==> src/hw/cedg_params.svh <==
// Offsets, field positions, reset values and counts for the CAN error/diag/time-stamp block.
// Assumes a 32-bit APB register bus with one aligned word per register.
`ifndef CEDG_PARAMS_SVH
`define CEDG_PARAMS_SVH

// Register byte offsets
`define CEDG_OFS_GLOBAL_CFG 12'h000
`define CEDG_OFS_ERROR_COUNTS 12'h004
`define CEDG_OFS_LAST_ERR_DIAG 12'h008
`define CEDG_OFS_BIT_TIME_CNT 12'h00C
`define CEDG_OFS_ERR_IRQ 12'h010

// Global configuration fields
`define CEDG_CFG_ENABLE_BIT 0
`define CEDG_CFG_TSTAMP_BIT 1
`define CEDG_CFG_IRQ_EN_BIT 2
`define CEDG_CFG_WIDTH 3
`define CEDG_CFG_RESET 3'h0

// Error irq status field
`define CEDG_IRQ_PEND_BIT 0

// Error counts layout
`define CEDG_EC_REC_MSB 15
`define CEDG_EC_REC_LSB 8
`define CEDG_EC_TEC_MSB 7
`define CEDG_EC_TEC_LSB 0
`define CEDG_EC_RESET 16'h0000

// Diagnostic layout
`define CEDG_DG_FIELD_MSB 3
`define CEDG_DG_FIELD_LSB 0
`define CEDG_DG_POS_MSB 9
`define CEDG_DG_POS_LSB 4
`define CEDG_DG_TX_BIT 10
`define CEDG_DG_STUFF_BIT 11
`define CEDG_DG_CRC_BIT 12
`define CEDG_DG_MON_BIT 13
`define CEDG_DG_DRIVE_BIT 14
`define CEDG_DG_RESET 16'h0000

// Bit-time counter
`define CEDG_TMR_RESET 16'h0000

// Fault confinement steps
`define CEDG_FC_STEP_SMALL 8'h01
`define CEDG_FC_STEP_LARGE 8'h08
`define CEDG_FC_PASSIVE_LIMIT 8'h7F
`define CEDG_FC_REC_RELOAD 8'h78
`define CEDG_FC_MAX 8'hFF

// Buffer that restarts the time stamp
`define CEDG_TS_RESTART_BUF 4'h0

`endif

==> src/hw/cedg_pkg.sv <==
// Types shared by the CAN error/diag/time-stamp block.
// Assumes the protocol engine delivers one-cycle event pulses on clk_sys_in.
package cedg_pkg;

  // Fault-confinement events from the protocol engine
  typedef struct packed {
    logic rx_err;
    logic rx_err_large;
    logic tx_err;
    logic tx_ok;
    logic rx_ok;
  } cedg_fc_evt_t;

  // Field tracking and error detection from the protocol engine
  typedef struct packed {
    logic bit_tick;
    logic field_start;
    logic [3:0] field_code;
    logic [5:0] field_len;
    logic err_det;
    logic err_stuff;
    logic err_crc;
    logic is_tx;
  } cedg_frame_evt_t;

  // Transmit request from the protocol engine
  typedef struct packed {
    logic level;
    logic ack_slot;
    logic err_flag;
  } cedg_tx_req_t;

  // Completed transfer of one message buffer
  typedef struct packed {
    logic done;
    logic [3:0] buf_idx;
  } cedg_xfer_t;

  typedef enum logic [1:0] {
    CEDG_APB_IDLE = 2'b00,
    CEDG_APB_ACCESS = 2'b01
  } cedg_apb_st_t;

endpackage

==> src/hw/cedg_diag.sv <==
// Bit position tracking and capture of the last error diagnostic word.
// Assumes field_start and bit_tick come from the bit stream logic of the engine.
`timescale 1ns/1ps
`default_nettype none
`include "cedg_params.svh"

module cedg_diag (
  // Clock and reset
  input wire logic clk_sys_in,
  input wire logic arst_n_in,
  // Frame events and pin levels
  input wire cedg_pkg::cedg_frame_evt_t evt_in,
  input wire logic rx_level_in,
  input wire logic tx_level_in,
  // Captured word
  output logic [15:0] diag_out
);

  logic [3:0] field_r;
  logic [5:0] pos_r;
  logic [15:0] diag_r;

  // Field length minus one loaded, then one step down per CAN bit
  always_ff @(posedge clk_sys_in or negedge arst_n_in) begin
    if (!arst_n_in) begin
      field_r <= 4'h0;
      pos_r <= 6'h00;
    end else if (evt_in.field_start) begin
      field_r <= evt_in.field_code;
      pos_r <= evt_in.field_len - 6'h01;
    end else if (evt_in.bit_tick) begin
      pos_r <= pos_r - 6'h01;
    end
  end

  // Whole word replaced at once so fields never mix two errors
  always_ff @(posedge clk_sys_in or negedge arst_n_in) begin
    if (!arst_n_in) begin
      diag_r <= `CEDG_DG_RESET;
    end else if (evt_in.err_det) begin
      diag_r <= '0;
      diag_r[`CEDG_DG_FIELD_MSB:`CEDG_DG_FIELD_LSB] <= field_r;
      diag_r[`CEDG_DG_POS_MSB:`CEDG_DG_POS_LSB] <= pos_r;
      diag_r[`CEDG_DG_TX_BIT] <= evt_in.is_tx;
      diag_r[`CEDG_DG_STUFF_BIT] <= evt_in.err_stuff;
      diag_r[`CEDG_DG_CRC_BIT] <= evt_in.err_crc;
      diag_r[`CEDG_DG_MON_BIT] <= rx_level_in;
      diag_r[`CEDG_DG_DRIVE_BIT] <= tx_level_in;
    end
  end

  assign diag_out = diag_r;

endmodule // cedg_diag

`default_nettype wire

==> src/hw/cedg_err_counter.sv <==
// Receive and transmit error counters with change pulse.
// Assumes at most one fault-confinement event class per cycle from the engine.
`timescale 1ns/1ps
`default_nettype none
`include "cedg_params.svh"

module cedg_err_counter (
  // Clock and reset
  input wire logic clk_sys_in,
  input wire logic arst_n_in,
  // Events
  input wire cedg_pkg::cedg_fc_evt_t evt_in,
  // Counts
  output logic [7:0] rec_out,
  output logic [7:0] tec_out,
  output logic changed_out
);

  logic [7:0] rec_r;
  logic [7:0] rec_nxt;
  logic [7:0] tec_r;
  logic [7:0] tec_nxt;

  function automatic logic [7:0] sat_add(input logic [7:0] a, input logic [7:0] b);
    logic [8:0] s;
    s = {1'b0, a} + {1'b0, b};
    sat_add = s[8] ? `CEDG_FC_MAX : s[7:0];
  endfunction

  // Standard fault confinement, saturating at the 8-bit limit
  always_comb begin
    rec_nxt = rec_r;
    tec_nxt = tec_r;
    if (evt_in.rx_err_large) begin
      rec_nxt = sat_add(rec_r, `CEDG_FC_STEP_LARGE);
    end else if (evt_in.rx_err) begin
      rec_nxt = sat_add(rec_r, `CEDG_FC_STEP_SMALL);
    end else if (evt_in.rx_ok) begin
      if (rec_r > `CEDG_FC_PASSIVE_LIMIT) begin
        rec_nxt = `CEDG_FC_REC_RELOAD;
      end else if (rec_r != 8'h00) begin
        rec_nxt = rec_r - `CEDG_FC_STEP_SMALL;
      end
    end
    if (evt_in.tx_err) begin
      tec_nxt = sat_add(tec_r, `CEDG_FC_STEP_LARGE);
    end else if (evt_in.tx_ok && tec_r != 8'h00) begin
      tec_nxt = tec_r - `CEDG_FC_STEP_SMALL;
    end
  end

  always_ff @(posedge clk_sys_in or negedge arst_n_in) begin
    if (!arst_n_in) begin
      rec_r <= 8'h00;
      tec_r <= 8'h00;
      changed_out <= 1'b0;
    end else begin
      rec_r <= rec_nxt;
      tec_r <= tec_nxt;
      changed_out <= (rec_nxt != rec_r) || (tec_nxt != tec_r);
    end
  end

  assign rec_out = rec_r;
  assign tec_out = tec_r;

endmodule // cedg_err_counter

`default_nettype wire

==> src/hw/cedg_top.sv <==
// CAN error counters, last-error diagnostic, bit-time counter and pin gating, APB slave.
// Assumes an APB master on clk_sys_in and a protocol engine issuing one-cycle pulses.
//
// Design decisions made here: the register offsets and the APB register port.
`timescale 1ns/1ps
`default_nettype none
`include "cedg_params.svh"

// Function
// - Error counts read-only: receive count high byte, transmit low byte, zero at reset.
// - Diagnostic register holds last error, read-only, cleared on reset.
// - Bits 3..0 encode the frame field where the last error happened.
// - Bits 9..4 load field length minus one, count down per bit.
// - Bit 10 set when we were transmitter at the error.
// - Bit 11 set when a stuffing violation caused the error.
// - Bit 12 set when received CRC was invalid; valid with ACK code.
// - Bit 13 records sampled receive pin level at the error.
// - Bit 14 records driven transmit pin level at the error.
// - As receiver, drive dominant only in ACK slot and active error flag.
// - Free-running 16-bit read-only bit counter, one step per CAN bit.
// - With time stamp enabled, buffer 0 transfer restarts the bit counter.
// - Each good frame copies the bit counter into its buffer's stamp.
// - Clearing enable also shuts the receive pin off.
// - Configuration survives a disabled power-down; only reset clears it.
// - Any error count change sets the pending flag; enable gates interrupt.
module cedg_top (
  // Clock and reset
  input wire logic clk_sys_in,
  input wire logic arst_n_in,
  // APB slave
  input wire logic psel_in,
  input wire logic penable_in,
  input wire logic pwrite_in,
  input wire logic [11:0] paddr_in,
  input wire logic [31:0] pwdata_in,
  output logic [31:0] prdata_out,
  output logic pready_out,
  output logic pslverr_out,
  // CAN pins
  input wire logic receive_pin_in,
  output logic transmit_pin_out,
  // Protocol engine side
  input wire cedg_pkg::cedg_fc_evt_t fc_evt_in,
  input wire cedg_pkg::cedg_frame_evt_t frame_evt_in,
  input wire cedg_pkg::cedg_tx_req_t tx_req_in,
  input wire cedg_pkg::cedg_xfer_t xfer_in,
  output logic rx_level_out,
  output logic can_enable_out,
  // Time stamp write to message buffer
  output logic ts_wr_out,
  output logic [3:0] ts_buf_out,
  output logic [15:0] ts_value_out,
  // Error interrupt request
  output logic error_irq_out
);

  cedg_pkg::cedg_apb_st_t apb_st_r;
  logic [`CEDG_CFG_WIDTH-1:0] global_configuration_r;
  logic error_irq_pending_r;
  logic [15:0] bit_time_counter_r;
  logic [31:0] prdata_r;
  logic [31:0] rd_nxt;
  logic pready_r;
  logic pslverr_r;
  logic hit_nxt;
  logic setup_phase;
  logic wr_done;
  logic rx_level_r;
  logic transmit_pin_r;
  logic ts_wr_r;
  logic [3:0] ts_buf_r;
  logic [15:0] ts_value_r;
  logic irq_r;
  logic [7:0] receive_error_count;
  logic [7:0] transmit_error_count;
  logic counts_changed;
  logic [15:0] error_counts;
  logic [15:0] last_error_diagnostic;
  logic can_enable;
  logic time_stamp_enable;
  logic error_irq_enable;
  logic tx_may_drive;

  assign can_enable = global_configuration_r[`CEDG_CFG_ENABLE_BIT];
  assign time_stamp_enable = global_configuration_r[`CEDG_CFG_TSTAMP_BIT];
  assign error_irq_enable = global_configuration_r[`CEDG_CFG_IRQ_EN_BIT];

  // Counters and diagnostics
  cedg_err_counter u_err_counter (
    .clk_sys_in(clk_sys_in),
    .arst_n_in(arst_n_in),
    .evt_in(fc_evt_in),
    .rec_out(receive_error_count),
    .tec_out(transmit_error_count),
    .changed_out(counts_changed)
  );

  assign error_counts = {receive_error_count, transmit_error_count};

  cedg_diag u_diag (
    .clk_sys_in(clk_sys_in),
    .arst_n_in(arst_n_in),
    .evt_in(frame_evt_in),
    .rx_level_in(rx_level_r),
    .tx_level_in(transmit_pin_r),
    .diag_out(last_error_diagnostic)
  );

  // APB: no wait state; read data is registered at the end of the setup phase
  assign setup_phase = psel_in && !penable_in;
  assign wr_done = psel_in && penable_in && pready_r && pwrite_in;

  always_comb begin
    rd_nxt = 32'h0000_0000;
    hit_nxt = 1'b1;
    if (paddr_in == `CEDG_OFS_GLOBAL_CFG) begin
      rd_nxt[`CEDG_CFG_WIDTH-1:0] = global_configuration_r;
    end else if (paddr_in == `CEDG_OFS_ERROR_COUNTS) begin
      rd_nxt[15:0] = error_counts;
    end else if (paddr_in == `CEDG_OFS_LAST_ERR_DIAG) begin
      rd_nxt[15:0] = last_error_diagnostic;
    end else if (paddr_in == `CEDG_OFS_BIT_TIME_CNT) begin
      rd_nxt[15:0] = bit_time_counter_r;
    end else if (paddr_in == `CEDG_OFS_ERR_IRQ) begin
      rd_nxt[`CEDG_IRQ_PEND_BIT] = error_irq_pending_r;
    end else begin
      hit_nxt = 1'b0;
    end
  end

  always_ff @(posedge clk_sys_in or negedge arst_n_in) begin
    if (!arst_n_in) begin
      apb_st_r <= cedg_pkg::CEDG_APB_IDLE;
      pready_r <= 1'b0;
      pslverr_r <= 1'b0;
      prdata_r <= 32'h0000_0000;
    end else begin
      case (apb_st_r)
        cedg_pkg::CEDG_APB_IDLE: begin
          if (setup_phase) begin
            apb_st_r <= cedg_pkg::CEDG_APB_ACCESS;
            pready_r <= 1'b1;
            pslverr_r <= !hit_nxt;
            prdata_r <= pwrite_in ? 32'h0000_0000 : rd_nxt;
          end
        end
        cedg_pkg::CEDG_APB_ACCESS: begin
          apb_st_r <= cedg_pkg::CEDG_APB_IDLE;
          pready_r <= 1'b0;
          pslverr_r <= 1'b0;
          prdata_r <= 32'h0000_0000;
        end
        default: begin
          apb_st_r <= cedg_pkg::CEDG_APB_IDLE;
          pready_r <= 1'b0;
        end
      endcase
    end
  end

  // Configuration cleared only by reset, so disable and power-down keep it
  always_ff @(posedge clk_sys_in or negedge arst_n_in) begin
    if (!arst_n_in) begin
      global_configuration_r <= `CEDG_CFG_RESET;
    end else if (wr_done && paddr_in == `CEDG_OFS_GLOBAL_CFG) begin
      global_configuration_r <= pwdata_in[`CEDG_CFG_WIDTH-1:0];
    end
  end

  // Pending flag: a count change in the clearing cycle wins over the clear
  always_ff @(posedge clk_sys_in or negedge arst_n_in) begin
    if (!arst_n_in) begin
      error_irq_pending_r <= 1'b0;
    end else if (counts_changed) begin
      error_irq_pending_r <= 1'b1;
    end else if (wr_done && paddr_in == `CEDG_OFS_ERR_IRQ && pwdata_in[`CEDG_IRQ_PEND_BIT]) begin
      error_irq_pending_r <= 1'b0;
    end
  end

  always_ff @(posedge clk_sys_in or negedge arst_n_in) begin
    if (!arst_n_in) begin
      irq_r <= 1'b0;
    end else begin
      irq_r <= error_irq_pending_r && error_irq_enable;
    end
  end

  // Bit-time counter; restart takes priority over the step
  always_ff @(posedge clk_sys_in or negedge arst_n_in) begin
    if (!arst_n_in) begin
      bit_time_counter_r <= `CEDG_TMR_RESET;
    end else if (time_stamp_enable && xfer_in.done
                 && xfer_in.buf_idx == `CEDG_TS_RESTART_BUF) begin
      bit_time_counter_r <= `CEDG_TMR_RESET;
    end else if (frame_evt_in.bit_tick) begin
      bit_time_counter_r <= bit_time_counter_r + 16'h0001;
    end
  end

  // Stamp captured before any restart of the same cycle
  always_ff @(posedge clk_sys_in or negedge arst_n_in) begin
    if (!arst_n_in) begin
      ts_wr_r <= 1'b0;
      ts_buf_r <= 4'h0;
      ts_value_r <= 16'h0000;
    end else begin
      ts_wr_r <= xfer_in.done;
      if (xfer_in.done) begin
        ts_buf_r <= xfer_in.buf_idx;
        ts_value_r <= bit_time_counter_r;
      end
    end
  end

  // Pins: disabled controller sees recessive and drives recessive
  assign tx_may_drive = frame_evt_in.is_tx || tx_req_in.ack_slot || tx_req_in.err_flag;

  always_ff @(posedge clk_sys_in or negedge arst_n_in) begin
    if (!arst_n_in) begin
      rx_level_r <= 1'b1;
      transmit_pin_r <= 1'b1;
    end else begin
      rx_level_r <= can_enable ? receive_pin_in : 1'b1;
      transmit_pin_r <= (can_enable && tx_may_drive) ? tx_req_in.level : 1'b1;
    end
  end

  assign prdata_out = prdata_r;
  assign pready_out = pready_r;
  assign pslverr_out = pslverr_r;
  assign transmit_pin_out = transmit_pin_r;
  assign rx_level_out = rx_level_r;
  assign ts_wr_out = ts_wr_r;
  assign ts_buf_out = ts_buf_r;
  assign ts_value_out = ts_value_r;
  assign error_irq_out = irq_r;

  always_ff @(posedge clk_sys_in or negedge arst_n_in) begin
    if (!arst_n_in) begin
      can_enable_out <= 1'b0;
    end else begin
      can_enable_out <= can_enable;
    end
  end

endmodule // cedg_top

`default_nettype wire
==> config.mk <==
export PLATFORM = sky130hd
export DESIGN_NAME = cedg_top
export DESIGN_NICKNAME = d
export VERILOG_FILES = /design/src/hw/cedg_pkg.sv /design/src/hw/cedg_diag.sv /design/src/hw/cedg_err_counter.sv /design/src/hw/cedg_top.sv
export VERILOG_INCLUDE_DIRS = /design/src /design/src/hw
export SDC_FILE = /design/constraint.sdc
export NUM_CORES = 1
export LEC_CHECK = 0
export ABC_AREA = 1
export BUFFER_PORTS_ARGS = -buffer_cell sky130_fd_sc_hd__buf_2
export CELL_PAD_IN_SITES_DETAIL_PLACEMENT = 0
export CELL_PAD_IN_SITES_GLOBAL_PLACEMENT = 1
export CORE_UTILIZATION = 44
export CTS_BUF_LIST = sky130_fd_sc_hd__clkbuf_2 sky130_fd_sc_hd__clkbuf_4 sky130_fd_sc_hd__clkbuf_8
export DETAILED_ROUTE_END_ITERATION = 7
export GPL_ROUTABILITY_DRIVEN = 0
export PLACE_DENSITY = 0.95
export SLEW_MARGIN = 40
export SYNTH_ARGS = -nofsm -noshare
export SYNTH_HDL_FRONTEND = slang
export SYNTH_SLANG_ARGS = --single-unit
==> constraint.sdc <==
create_clock -name clk_sys_in -period 5.6 [get_ports clk_sys_in]
set_clock_uncertainty 0.2 [all_clocks]
set_input_delay 0.56 -clock clk_sys_in [delete_from_list [all_inputs] [get_ports clk_sys_in]]
set_output_delay 0.56 -clock clk_sys_in [all_outputs]
set_load 0.01 [all_outputs]
==> impl_metrics.json <==
{
  "die_x_um": 119,
  "via_per_inst": 4.99,
  "period_minus_slack_ns": 2.54,
  "synth_top_area_cell": "dfrtp_1",
  "core_sq_um": 13300,
  "final_layout_size_suffix_gt1_frac": 0.178,
  "post_cts_buffers": 0,
  "regArea_sq_um": 2630,
  "cts_tree": "built",
  "grt_overflow_total": 0,
  "critPathTopFamily": "simple AND/OR/NAND/NOR gates",
  "maxSlewViolCount": 0,
  "cp.arrival_ns": 2.58,
  "rsz0062_at_grt": "false",
  "setup_violations": 0,
  "detail_route.wl_per_cell_um": 13.8,
  "worst_pin_slew_ns": 0.598,
  "syn_area_sq_um": 6000,
  "synth-seq-cells": 105,
  "async_reset_ff_frac": 1.00,
  "yosysMostFrequentCell": "nand2_1",
  "drt_pass1_iterations": 7,
  "port-buffer-count": 92,
  "clk_pin_slew_ns": 0.09,
  "pin_count": 138,
  "min-delay-path-class": "input port to register",
  "area_delta_synth_final_pct": 11.4,
  "stdcell_area_sq_um": 6690,
  "grt_max_degree": 60,
  "placed_area_sq_um": 6480,
  "cp_num_buf_inv": 1,
  "whs_ns": 0.150,
  "crit_fanout": 9,
  "initialDrtViolationCount": 405,
  "nFillCells": 1326,
  "required_ns": 5.65,
  "hold_violations": 0,
  "cts_max_path_buffers": 2,
  "slowest_delay_ns": 0.52,
  "setup_tns_ns": 0,
  "clock_sinks": 105,
  "synth_edf_count": 0,
  "worstPathCellList": "clkinv_1 > ha_1 > nand2_1 > nor2_1 > nor2_1 > nand2_1 > nand2_1 > nand2_1 > nand2_1 > nand3_1 > nand2_1 > nand3_1 > nor2_1 > nand3_1",
  "stdcell_count": 1039,
  "syn_avg_cell_area_sq_um": 7.70,
  "dieArea_sq_um": 14100,
  "clk_latency_ns": 0.39,
  "grt_pass1_vias": 4830,
  "antennaDiodeCount": 0,
  "synthTopCellsByArea": "dfrtp_1 43%, nand2_1 15%, inv_1 5.6%, o21ai_0 4.8%, nand3_1 3.7%",
  "cts_made_buffers": 9,
  "setup_ws_ns": 3.06,
  "yosys-top-cells-count": "238 x nand2_1, 103 x dfrtp_1, 89 x inv_1",
  "gr-usage-all-layers": 0.217,
  "drtAntennaViolNets": 0,
  "fmax_mhz": 394,
  "synth_flop_cell": "dfrtp_1",
  "core.rowCount": 42,
  "p_leak_nw": 3.61,
  "drv_cap": 0,
  "ctsHoldBuffers": 0,
  "status": "finished clean",
  "worstSetupPathType": "register to register",
  "place_ws_ns": 3.01,
  "dp_hpwl_um": 10800,
  "syn_inst": 779,
  "finalCritPeriodShare": 0.453,
  "worst_path_max_delay_cell": "dfrtp_1",
  "dpl.cell_count": 1022,
  "finalNetCount": 948,
  "cts_root_buffer": "clkbuf_8",
  "yosys_warnings": 0,
  "synth_top_area_share": 0.429,
  "die_y_um": 119,
  "end_kind": "register",
  "cp_common_cell": "nand2_1",
  "peakVddDrop_mv": 0.163,
  "yosysSeqAreaShare": 0.438,
  "cp-start-kind": "register",
  "multiInputGateArea_sq_um": 2770,
  "grt_pass1_wl_um": 24300,
  "relSlewSlack": 0.601,
  "antenna_found_initial": 0,
  "ctsResizeCount": 0,
  "total_power_mw": 2.38,
  "utilization": 0.503,
  "drc": 0,
  "routed_wl_um": 14300,
  "initial_core_util": 0.451,
  "power_density_nw_per_um2": 357,
  "cts_max_level": 3,
  "synth_cell_type_count": 49,
  "via_count": 5187
}
-- final timing paths --
path	start	to	slack [ns]	depth (start not counted)
max	u_err_counter.rec_out[0]	u_err_counter.changed_out	3.06	14
min	receive_pin_in	rx_level_out	0.15	3
max reg2reg	u_err_counter.rec_out[0]	u_err_counter.changed_out	3.06	14
min reg2reg	u_err_counter.changed_out	error_irq_pending_r	0.25	1
max in group asynchronous	arst_n_in	global_configuration_r[1]	3.69	3
min in group asynchronous	arst_n_in	u_diag.pos_r[4]	0.49	2
-- kinds of logic after synthesis --
group	synth area share
and+or+nand+nor	0.268
buffers and inverters	0.111
AOI/OAI and AO/OA	0.131
DFF	0.438
adders and majority gates	0.0229
xor gates and xnor gates	0.0161
muxes	0.0123
other	0.000625
-- state kept, by name (all words and copies together), names as in the netlist, 3 cells and up --
| signal | cells |
|---|---|
| u_diag.diag_out | 15 |
| u_err_counter.rec_out | 8 |
| prdata_out | 16 |
| u_diag.pos_r | 6 |
| global_configuration_r | 3 |
| bit_time_counter_r | 16 |
| u_diag.field_r | 4 |
| ts_buf_out | 4 |
| u_err_counter.tec_out | 8 |
| ts_value_out | 16 |
-- where the power goes --
group	internal (mW)	switching (mW)	total (mW)
combinational	0.303	0.533	0.836
sequential	0.895	0.193	1.09
clock	0.189	0.272	0.461
total	1.39	0.998	2.38
-- tightest hold or removal path, stage by stage --
cell     delay, ns
buf_2         0.09
inv_1         0.04
nand2_1       0.04
-- routing by layer --
| layer | global-route usage | vias up | routed length, um |
|---|---|---|---|
| met5 | 0 | - | 0 |
| met4 | 0.0585 | 0 | 170 |
| met3 | 0.0275 | 12 | 539 |
| met2 | 0.345 | 111 | 6630 |
| met1 | 0.310 | 2416 | 6990 |
| li1 | - | 2648 | - |
-- layout make-up --
| cell class | count | share of cell area |
|---|---|---|
| Clock inverter | 5 | 0.00580 |
| Sequential cell | 105 | 0.393 |
| Clock buffer | 11 | 0.0226 |
| Multi-Input combinational cell | 545 | 0.415 |
| Tap cell | 176 | 0.0329 |
| Inverter | 103 | 0.0582 |
| Timing Repair Buffer | 94 | 0.0724 |
-- placed cells by master (no fill, tap or decap), types with 13 or more instances in the layout --
cell	Yosys	layout
conb_1	1	16
dfrtp_1	103	103
buf_2	6	91
nor2_1	43	42
o211ai_1	13	13
a21oi_1	22	22
nand3_1	44	44
inv_1	89	89
nand2_1	238	238
o21ai_0	57	57
o221ai_1	13	13
Note: power is estimated with default switching activity, not from simulation.
